## src/nmh_regs.svh

```systemverilog
// frame layout constants, timing counts and register offsets for the node message handler
`ifndef NMH_REGS_SVH
`define NMH_REGS_SVH
// ****************************************
// frame codes and byte positions
// ****************************************
`define NMH_CODE_PROBE 8'h00
`define NMH_CODE_ALERT 8'h05
`define NMH_CODE_REMOVE 8'h11
`define NMH_CODE_RESPONSE 8'h0F
`define NMH_REV_PRE 8'h00
`define NMH_REV_FIRST 8'h02
`define NMH_REV_THIS 8'h10
`define NMH_FRAME_BYTES 32
`define NMH_B_CODE 0
`define NMH_B_PORT 1
`define NMH_B_TAG 2
`define NMH_B_ROUTE 4
`define NMH_B_ID 8
`define NMH_B_FLAGS 16
`define NMH_B_EVENT 16
`define NMH_B_CTRL 20
`define NMH_B_CHAN 21
`define NMH_B_PAYLOAD 23
`define NMH_B_RC 16
`define NMH_BIT_SKIP 7
`define NMH_BIT_ALIVE 6
// ****************************************
// return codes and alert kinds
// ****************************************
`define NMH_RC_OK 8'h00
`define NMH_RC_FAIL 8'h01
`define NMH_EVT_RECOVERY_EXIT 8'h01
`define NMH_EVT_NORMAL_MODE 8'h02
`define NMH_EVT_RECONFIGURE 8'h03
// ****************************************
// timing
// ****************************************
`define NMH_CLK_HZ 20000000
`define NMH_ALIVE_SEC 10
`define NMH_ALIVE_CYCLES (`NMH_ALIVE_SEC * `NMH_CLK_HZ)
// ****************************************
// register offsets of the host end
// ****************************************
`define NMH_REG_CMD 4'h0
`define NMH_REG_TAG 4'h1
`define NMH_REG_ROUTE 4'h2
`define NMH_REG_ID_LO 4'h3
`define NMH_REG_ID_HI 4'h4
`define NMH_REG_ARG 4'h5
`define NMH_REG_STATUS 4'h6
`define NMH_REG_IRQ_STAT 4'h7
`define NMH_REG_IRQ_CLR 4'h8
`define NMH_REG_IRQ_EN 4'h9
`define NMH_REG_RESULT 4'hA
`define NMH_REG_QUIESCE 4'hB
`define NMH_TABLE_DEPTH 4
`endif

```

## src/nmh_pkg.sv

```systemverilog
// types of the node message handler: frame kinds for the peer end, table entry states for the node end
package nmh_pkg;
  typedef logic [7:0] nmh_byte_t;
  typedef enum logic [1:0] {
    NMH_KIND_PROBE,
    NMH_KIND_ALERT,
    NMH_KIND_REMOVE
  } nmh_kind_t;
  typedef enum logic [1:0] {
    NMH_ENTRY_VACANT,
    NMH_ENTRY_RECORDED,
    NMH_ENTRY_ANNOUNCED
  } nmh_entry_t;
endpackage : nmh_pkg

```

## src/nmh_link_if.sv

```systemverilog
// byte-serial link carrying frames between a peer node and the storage node
`timescale 1ns/100ps
interface nmh_link_if;
  logic req_valid;
  logic req_last;
  logic [7:0] req_data;
  logic [1:0] req_port;
  logic rsp_valid;
  logic rsp_last;
  logic [7:0] rsp_data;
  logic [1:0] rsp_port;
  modport peer (
    output req_valid, req_last, req_data, req_port,
    input rsp_valid, rsp_last, rsp_data, rsp_port
  );
  modport node (
    input req_valid, req_last, req_data, req_port,
    output rsp_valid, rsp_last, rsp_data, rsp_port
  );
endinterface : nmh_link_if

```

## src/nmh_node.sv

```systemverilog
// storage node end: interprets probe, alert and remove-route frames
//
// Chosen here: the register offsets and the strobed register port.
`timescale 1ns/100ps
`include "nmh_regs.svh"
module nmh_node #(
  parameter int unsigned ALIVE_CYCLES = `NMH_ALIVE_CYCLES
) (
  input wire logic i_clk_sys,
  input wire logic i_nrst,
  nmh_link_if.node link,
  input wire logic i_quiesce_done,
  input wire logic i_announce,
  input wire logic [1:0] i_announce_slot,
  output logic o_quiesce_req,
  output logic [1:0] o_quiesce_port,
  output logic o_invalidate,
  output logic o_config_start,
  output logic o_supervisor_alive,
  output logic [7:0] o_peer_revision
);
  // ****************************************
  // receive frame buffer
  // ****************************************
  typedef enum logic [2:0] {S_RECV, S_EXEC, S_WAIT_Q, S_SEND} nmh_node_st_t;
  nmh_node_st_t state;
  logic [7:0] rx [0:`NMH_FRAME_BYTES-1];
  logic [7:0] tx [0:`NMH_FRAME_BYTES-1];
  logic [4:0] rx_cnt;
  logic [4:0] tx_cnt;
  logic [1:0] rx_port;
  // configuring-host table
  nmh_pkg::nmh_entry_t ent_state [0:`NMH_TABLE_DEPTH-1];
  logic [31:0] ent_route [0:`NMH_TABLE_DEPTH-1];
  logic [63:0] ent_ident [0:`NMH_TABLE_DEPTH-1];
  logic [1:0] ent_port [0:`NMH_TABLE_DEPTH-1];
  logic [31:0] alive_cnt;
  // gather big-endian field from the frame buffer
  function automatic logic [31:0] get32(input int unsigned base);
    get32 = {rx[base], rx[base+1], rx[base+2], rx[base+3]};
  endfunction : get32
  // ****************************************
  // decode of the held frame
  // ****************************************
  wire [7:0] f_code = rx[`NMH_B_CODE];
  logic [31:0] f_route;
  logic [63:0] f_ident;
  logic [31:0] f_entry_id;
  // a process, not net assignments: a net would not wake on the buffer bytes read inside get32
  always_comb begin
    f_route = get32(`NMH_B_ROUTE);
    f_ident = {get32(`NMH_B_ID), get32(`NMH_B_ID + 4)};
    f_entry_id = get32(`NMH_B_ROUTE + 4);
  end
  wire [1:0] f_port1 = rx[`NMH_B_FLAGS][1:0]; // upper bits reserved, ignored
  wire f_skip = rx[`NMH_B_FLAGS][`NMH_BIT_SKIP];
  wire f_alive = rx[`NMH_B_FLAGS][`NMH_BIT_ALIVE];
  wire [7:0] f_event = rx[`NMH_B_EVENT];
  wire is_probe = f_code == `NMH_CODE_PROBE;
  wire is_alert = f_code == `NMH_CODE_ALERT;
  wire is_remove = f_code == `NMH_CODE_REMOVE;
  // entry id is the table index; it must also sit on the named port and be announced
  wire [1:0] m_idx = f_entry_id[1:0];
  wire m_hit = (f_entry_id < `NMH_TABLE_DEPTH) && (ent_port[m_idx] == f_port1)
    && (ent_state[m_idx] == nmh_pkg::NMH_ENTRY_ANNOUNCED);
  // first vacant slot for probe registration
  logic [1:0] free_idx;
  logic free_ok;
  always_comb begin
    free_idx = 2'd0;
    free_ok = 1'b0;
    for (int i = `NMH_TABLE_DEPTH - 1; i >= 0; i--) begin
      if (ent_state[i] == nmh_pkg::NMH_ENTRY_VACANT) begin
        free_idx = i[1:0];
        free_ok = 1'b1;
      end
    end
  end
  wire need_quiesce = is_alert && (f_event == `NMH_EVT_RECOVERY_EXIT);
  wire rx_take = (state == S_RECV) && link.req_valid;
  // ****************************************
  // frame state machine
  // ****************************************
  always_ff @(posedge i_clk_sys or negedge i_nrst) begin
    if (!i_nrst) begin
      state <= S_RECV;
      rx_cnt <= 5'd0;
      tx_cnt <= 5'd0;
      rx_port <= 2'd0;
    end else begin
      case (state)
        S_RECV: begin
          if (rx_take) begin
            rx_cnt <= rx_cnt + 5'd1;
            rx_port <= link.req_port;
            if (link.req_last) begin
              state <= S_EXEC;
            end
          end
        end
        S_EXEC: begin
          rx_cnt <= 5'd0;
          tx_cnt <= 5'd0;
          if (need_quiesce) begin
            state <= S_WAIT_Q;
          end else if (is_remove || is_alert) begin
            state <= S_SEND;
          end else begin
            state <= S_RECV; // probe reply frame is not handled here
          end
        end
        S_WAIT_Q: begin
          if (i_quiesce_done) begin
            state <= S_SEND;
          end
        end
        S_SEND: begin
          tx_cnt <= tx_cnt + 5'd1;
          if (tx_cnt == 5'(`NMH_FRAME_BYTES - 1)) begin
            state <= S_RECV;
          end
        end
        default: state <= S_RECV;
      endcase
    end
  end
  // frame buffer fill; missing bytes of short frames stay zero only if a reply frame was sent last
  always_ff @(posedge i_clk_sys) begin
    if (rx_take) begin
      rx[rx_cnt] <= link.req_data;
    end else if (state == S_SEND && tx_cnt == 5'(`NMH_FRAME_BYTES - 1)) begin
      for (int i = 0; i < `NMH_FRAME_BYTES; i++) begin
        rx[i] <= 8'h00;
      end
    end
  end
  // ****************************************
  // response frame build
  // ****************************************
  always_ff @(posedge i_clk_sys) begin
    if (state == S_EXEC) begin
      for (int i = 0; i < `NMH_FRAME_BYTES; i++) begin
        tx[i] <= 8'h00;
      end
      tx[`NMH_B_CODE] <= `NMH_CODE_RESPONSE;
      tx[`NMH_B_PORT] <= {6'd0, rx_port};
      tx[`NMH_B_TAG] <= rx[`NMH_B_TAG];
      tx[`NMH_B_TAG+1] <= rx[`NMH_B_TAG+1];
      for (int i = 0; i < 4; i++) begin
        tx[`NMH_B_ROUTE+i] <= rx[`NMH_B_ROUTE+i];
      end
      tx[`NMH_B_RC] <= (is_alert || m_hit) ? `NMH_RC_OK : `NMH_RC_FAIL;
    end
  end
  // ****************************************
  // table update
  // ****************************************
  always_ff @(posedge i_clk_sys or negedge i_nrst) begin
    if (!i_nrst) begin
      for (int i = 0; i < `NMH_TABLE_DEPTH; i++) begin
        ent_state[i] <= nmh_pkg::NMH_ENTRY_VACANT;
        ent_route[i] <= 32'h0000_0000;
        ent_ident[i] <= 64'h0000_0000_0000_0000;
        ent_port[i] <= 2'd0;
      end
    end else if (state == S_EXEC && is_remove && m_hit) begin
      ent_state[m_idx] <= nmh_pkg::NMH_ENTRY_VACANT;
    end else if (state == S_EXEC && is_probe && !f_skip && free_ok) begin
      ent_state[free_idx] <= nmh_pkg::NMH_ENTRY_RECORDED;
      ent_route[free_idx] <= f_route;
      ent_ident[free_idx] <= f_ident;
      ent_port[free_idx] <= rx_port;
    end else if (i_announce && ent_state[i_announce_slot] == nmh_pkg::NMH_ENTRY_RECORDED) begin
      ent_state[i_announce_slot] <= nmh_pkg::NMH_ENTRY_ANNOUNCED;
    end
  end
  // ****************************************
  // supervisor-alive timer and side outputs
  // ****************************************
  always_ff @(posedge i_clk_sys or negedge i_nrst) begin
    if (!i_nrst) begin
      alive_cnt <= 32'd0;
      o_supervisor_alive <= 1'b0;
      o_peer_revision <= `NMH_REV_PRE;
      o_config_start <= 1'b0;
      o_invalidate <= 1'b0;
      o_quiesce_req <= 1'b0;
      o_quiesce_port <= 2'd0;
    end else begin
      o_config_start <= 1'b0;
      o_invalidate <= 1'b0;
      if (state == S_EXEC && is_probe && f_alive) begin
        alive_cnt <= ALIVE_CYCLES;
        o_supervisor_alive <= 1'b1;
      end else if (alive_cnt != 32'd0) begin
        alive_cnt <= alive_cnt - 32'd1;
        o_supervisor_alive <= alive_cnt != 32'd1;
      end
      if (state == S_EXEC && is_probe) begin
        o_peer_revision <= rx[`NMH_B_PORT];
      end
      if (state == S_EXEC && is_alert && f_event == `NMH_EVT_RECONFIGURE) begin
        o_config_start <= 1'b1;
      end
      if (state == S_EXEC && need_quiesce) begin
        o_quiesce_req <= 1'b1;
        o_quiesce_port <= rx[`NMH_B_PORT][1:0];
        o_invalidate <= 1'b1;
      end else if (state == S_WAIT_Q && i_quiesce_done) begin
        o_quiesce_req <= 1'b0;
      end
    end
  end
  // ****************************************
  // response transmit
  // ****************************************
  always_ff @(posedge i_clk_sys or negedge i_nrst) begin
    if (!i_nrst) begin
      link.rsp_valid <= 1'b0;
      link.rsp_last <= 1'b0;
      link.rsp_data <= 8'h00;
      link.rsp_port <= 2'd0;
    end else begin
      link.rsp_valid <= state == S_SEND;
      link.rsp_last <= state == S_SEND && tx_cnt == 5'(`NMH_FRAME_BYTES - 1);
      link.rsp_data <= (state == S_SEND) ? tx[tx_cnt] : 8'h00;
      link.rsp_port <= rx_port;
    end
  end
endmodule : nmh_node

```

## src/flat_wrapper.sv

```systemverilog
// flat-port wrapper written by rule: the top's interface ports become plain ports
module nmh_node_flat 
#(
  parameter int unsigned ALIVE_CYCLES = `NMH_ALIVE_CYCLES
)
  (i_clk_sys, i_nrst, i_quiesce_done, i_announce, i_announce_slot, o_quiesce_req, o_quiesce_port, o_invalidate, o_config_start, o_supervisor_alive, o_peer_revision, link_req_valid, link_req_last, link_req_data, link_req_port, link_rsp_valid, link_rsp_last, link_rsp_data, link_rsp_port);
  nmh_link_if link_i ();
  input wire logic i_clk_sys;
  input wire logic i_nrst;
  input wire logic i_quiesce_done;
  input wire logic i_announce;
  input wire logic [1:0] i_announce_slot;
  output logic o_quiesce_req;
  output logic [1:0] o_quiesce_port;
  output logic o_invalidate;
  output logic o_config_start;
  output logic o_supervisor_alive;
  output logic [7:0] o_peer_revision;
  input wire logic [$bits(link_i.req_valid)-1:0] link_req_valid;
  input wire logic [$bits(link_i.req_last)-1:0] link_req_last;
  input wire logic [$bits(link_i.req_data)-1:0] link_req_data;
  input wire logic [$bits(link_i.req_port)-1:0] link_req_port;
  output wire logic [$bits(link_i.rsp_valid)-1:0] link_rsp_valid;
  output wire logic [$bits(link_i.rsp_last)-1:0] link_rsp_last;
  output wire logic [$bits(link_i.rsp_data)-1:0] link_rsp_data;
  output wire logic [$bits(link_i.rsp_port)-1:0] link_rsp_port;
  assign link_i.req_valid = link_req_valid;
  assign link_i.req_last = link_req_last;
  assign link_i.req_data = link_req_data;
  assign link_i.req_port = link_req_port;
  assign link_rsp_valid = link_i.rsp_valid;
  assign link_rsp_last = link_i.rsp_last;
  assign link_rsp_data = link_i.rsp_data;
  assign link_rsp_port = link_i.rsp_port;
  nmh_node #(.ALIVE_CYCLES(ALIVE_CYCLES)) u_core (.i_clk_sys(i_clk_sys), .i_nrst(i_nrst), .link(link_i), .i_quiesce_done(i_quiesce_done), .i_announce(i_announce), .i_announce_slot(i_announce_slot), .o_quiesce_req(o_quiesce_req), .o_quiesce_port(o_quiesce_port), .o_invalidate(o_invalidate), .o_config_start(o_config_start), .o_supervisor_alive(o_supervisor_alive), .o_peer_revision(o_peer_revision));
endmodule
```

## config.mk

```make
export PLATFORM = sky130hd
export DESIGN_NAME = nmh_node_flat
export DESIGN_NICKNAME = d
export VERILOG_FILES = /design/src/nmh_pkg.sv /design/src/nmh_link_if.sv /design/src/nmh_node.sv /design/src/flat_wrapper.sv
export VERILOG_INCLUDE_DIRS = /design/src
export SDC_FILE = /design/constraint.sdc
export NUM_CORES = 1
export LEC_CHECK = 0
export ABC_AREA = 1
export CORE_ASPECT_RATIO = 1.4
export CORE_MARGIN = 4
export CORE_UTILIZATION = 40
export CTS_CLUSTER_SIZE = 40
export DETAILED_ROUTE_END_ITERATION = 10
export DONT_BUFFER_PORTS = 1
export SLEW_MARGIN = 40
export SYNTH_ARGS = -nofsm -noshare
export SYNTH_HDL_FRONTEND = slang
export SYNTH_SLANG_ARGS = --single-unit
```

## constraint.sdc

```tcl
create_clock -name i_clk_sys -period 2.85 [get_ports i_clk_sys]
set_input_delay 0.4275 -clock i_clk_sys [delete_from_list [all_inputs] [get_ports i_clk_sys]]
set_output_delay 0.4275 -clock i_clk_sys [all_outputs]
set_load 0.1 [all_outputs]
```

==> results summary <==
The flow ran to the end, and the final reports show no timing, DRC or antenna violations. The number of nets in the synthesized netlist came out at 1343. The count of nets left with antenna violations after detail routing is 0.

Setup repair after global routing left no endpoint under its margin. The standard-cell row count came out at 70. The fraction of the core area covered by cells at the end of the flow is 0.457. Max-cap violations in this run came to 0.

The iteration count of the initial detailed-routing pass is 5. The global-route met3 utilization is 0.0258. Counting the buffers created by CTS gives 25. The Yosys step of the flow raised 0 warnings. The number of synthesized flops with an enable pin came out at just over 50.

The met2 routing resource usage after global routing is 0.331. The share of power burned in registers came out at 0.513. The tightest min-delay check is of the input port to register type. The internal power consumption is 7120 µW. The congestion estimate from routability-driven global placement came to between 0.8 and 0.9. The buffer depth of the longest clock path is 3. The via count of the first global-routing pass is about 8.3k. The worst hold path begins at link_req_port[1]. The sequential element share of the synthesized area is 0.540.

The final design area excluding fillers came out at between 10000 and 15000 µm². The H-tree level count is 1. The insertion delay of the later-clocked pin in the worst-skew pair is roughly 0.53 ns.

Summed over all layers, the global routing overflow is 0. The proportion of register bits with asynchronous set or reset after synthesis came out at 0.362. The arrival time at the worst endpoint is approximately 2.6 ns. The initial antenna violation count came out at 0. The library cell used most frequently in the layout, excluding fill and tap cells, is sky130_fd_sc_hd__nand2_1. The routed via count divided by cell count came out at about 5. The flip-flop cell with the highest count after synthesis is sky130_fd_sc_hd__dfxtp_1. The setup TNS came out at 0 ns.

The clock network power share came out at 0.323. The critical-path maximum fanout is 4. Relative to the synthesized area, the layout overhead comes to 12.0%.

Leaving out fill and tap cells, the most frequent cells in the layout are sky130_fd_sc_hd__nand2_1 (381), sky130_fd_sc_hd__nor2_1 (136), sky130_fd_sc_hd__a21oi_1 (129), sky130_fd_sc_hd__inv_1 (109), sky130_fd_sc_hd__dfxtp_1 (104). Power spread over the standard cell area amounts to 871 nW/µm². After the first detailed-routing iteration, the DRC count stood at about 520. The met1 track utilization from global routing came out at 0.220. The first global-routing pass estimated 44000 µm of wire. The switching share of total power is 0.323. Before CTS, the worst setup slack after placement is between 0.6 and 0.7 ns. Summed over all instances, the cell type with the most area after synthesis is sky130_fd_sc_hd__dfrtp_1. The horizontal extent of the die is 147 µm. The setup check on the worst reg-to-reg path leaves a slack of 0.70 ns. After detailed routing, the number of remaining DRC violations is 0. The number of endpoints with negative hold slack in the final report is 0. The share of synthesized area in the top cell type comes to 0.204.

Of the cells placed in the final design, the portion with a size suffix greater than 1 is 0.0906. The global-route usage over all layers is 0.183. The die area came out at ~30000 µm². Setup violations remaining at the end of the flow were counted as 0.

The HPWL after detailed placement came out at between 15000 and 20000 µm. The final max-slew violation count came to 0. The final setup skew came out at 0.00938 ns. The relative slew slack is 0.417. The count of buffers added on input and output ports is 0. In the post-route analysis, the smallest setup slack over all paths is between 0.6 and 0.7 ns. The startpoint type of the worst setup path is a register. The initial utilization of the core area, before any placement, comes to 0.408. In this run the critical register-to-register path is launched from u_core.rx[0][6]. For this run, the post-layout net count is around 1.3k.

In the synthesized netlist, the number of instances is between 1k and 1.5k. The synthesized netlist contains 45 unique library cells. The total area inside the core boundary comes to ~26000 µm².

The via count of the routed design came out at roughly 8.6k. The fraction of the cycle the final worst path needs came out at 0.756. The kind of capture point of the worst setup path is a register. The highest clock frequency the design can meet came out at 464 MHz. In this run the worst setup path begins at u_core.rx[0][6]. Counting flops and latches in the post-synthesis netlist gives around 240. In the post-synthesis netlist, the biggest area contributors are sky130_fd_sc_hd__dfrtp_1 (20%), sky130_fd_sc_hd__dfxtp_1 (19%), sky130_fd_sc_hd__edfxtp_1 (14%).

TritonCTS built the clock tree. The clock transition at the register clock pins on the worst setup and hold paths after CTS came out at 0.07 ns. The clock net in this run drives a total of 243 sinks.

The minimum period implied by the final worst setup slack came out at about 2.2 ns. The number of primary I/O pins is 44. Dividing the synthesized area by the synthesized cell count gives between 8 and 9 µm².

The combined area of all synthesized cells came out at approximately 11000 µm². The worst-case hold slack is roughly 0.025 ns. The slew at the pin closest to its max-slew limit came out at 0.875 ns. In this run the clock root is driven by a sky130_fd_sc_hd__clkbuf_16. The post-place instance area is 11200 µm². The final antenna diode count came out at 0.

The leakage dissipation came out at between 0.005 and 0.006 µW. Buffers added to address setup during post-CTS repair amount to 0. The final wirelength is 27500 µm. Measured along the y axis, the die boundary spans between 200 and 250 µm.

The switching power is approximately 3400 µW. The global routing stage identified its most utilized layer as met2. The critical path is of the register to register type.

After detailed routing, the average wire length per cell comes to roughly 16 µm. The fraction of power consumed by combinational cells is 0.164. The maximum number of pins on one net before global-route repair came out at a little under 90. The largest vdd supply drop is 0.407 mV. The critical path required time came out at approximately 3.3 ns.
-- timing repair --
item | in CTS | in global routing
hold endpoints to repair | 88 | 0
gates resized for setup | 0 | 0
hold buffers | 2 | 0
-- through the flow --
step / instances / total power [µW]
finish: 1696 / 10500
global route: 1696 / 11100
CTS: 1696 / 10600
detailed placement: 1648 / 7150
global placement: 1648 / 7100
floorplan: 1316 / 6590
-- power groups by stage --
stage / sequential (µW) / combinational [µW] / clock [µW]
floorplan: 5250 / 1330 / 0
global placement: 5430 / 1670 / 0
detailed placement: 5450 / 1700 / 0
CTS: 5390 / 1730 / 3480
global route: 5480 / 1970 / 3630
finish: 5400 / 1720 / 3390
-- flip-flops by register name (all words and copies together) (netlist names), 8 cells and up --
register,cells
u_core.alive_cnt,32
u_core.link.rsp_data,8
u_core.tx,51
u_core.o_peer_revision,8
u_core.ent_state,8
u_core.rx,104
u_core.ent_port,8
-- critical path, cell delays in order, from the launching register on --
cell                      delay, ns
sky130_fd_sc_hd__dfxtp_1       0.31
sky130_fd_sc_hd__nor2_1        0.19
sky130_fd_sc_hd__nand3_1       0.17
sky130_fd_sc_hd__nor4_1        0.56
sky130_fd_sc_hd__nand2_1       0.24
sky130_fd_sc_hd__nor2_1        0.29
sky130_fd_sc_hd__inv_1         0.14
sky130_fd_sc_hd__nand2_1       0.08
sky130_fd_sc_hd__nand2_1       0.06
-- cell usage after synthesis, types with 10 or more instances --
master / number
sky130_fd_sc_hd__buf_2: 13
sky130_fd_sc_hd__inv_2: 10
sky130_fd_sc_hd__nor2_1: 137
sky130_fd_sc_hd__nand2_1: 381
sky130_fd_sc_hd__o21ai_0: 36
sky130_fd_sc_hd__clkbuf_1: 23
sky130_fd_sc_hd__inv_1: 109
sky130_fd_sc_hd__dfxtp_1: 104
sky130_fd_sc_hd__dfrtp_1: 88
sky130_fd_sc_hd__a21oi_1: 129
sky130_fd_sc_hd__nand4_1: 11
sky130_fd_sc_hd__edfxtp_1: 51
sky130_fd_sc_hd__xor2_1: 11
sky130_fd_sc_hd__nor3_1: 30
sky130_fd_sc_hd__nand3_1: 53
sky130_fd_sc_hd__o22ai_1: 37
sky130_fd_sc_hd__nor2_2: 12
-- worst paths after layout --
check,end,cells past startpoint
worst max-delay path,u_core.o_quiesce_port[0],8
worst min-delay path,u_core.rx_port[1],2
worst max register to register,u_core.o_quiesce_port[0],8
worst min register to register,u_core.link.rsp_port[1],0
max in group asynchronous,u_core.link.rsp_last,2
min in group asynchronous,u_core.alive_cnt[5],2
-- logic make-up (layout without fill, tap and decap cells) --
family                   after synthesis  count (layout)  share of synthesized area
adder cells (fa/ha/maj)                9               9                     0.0105
buffers and inverters                166             186                     0.0613
flip-flops                           243             243                      0.540
XOR/XNOR                              17              17                     0.0138
AND/OR/NAND/NOR                      655             655                      0.261
AO/OA/AOI/OAI                        226             226                      0.113
-- final cells by class --
type                       instances  area, µm²
tap                              360        450
clock inverter                    20        219
timing repair buffer              14        140
clock buffer                      26        639
sequential                       243       5840
multi-input combinational        907       4300
inverter                         126        475
fill                            2549      14300
-- routing by layer --
metal,vias to the layer above,wire (µm)
met2,175,14100
met1,4100,11500
met4,0,828
met3,55,1070
met5,-,0
li1,4299,-
No activity file was read; power rests on OpenSTA's default activity.
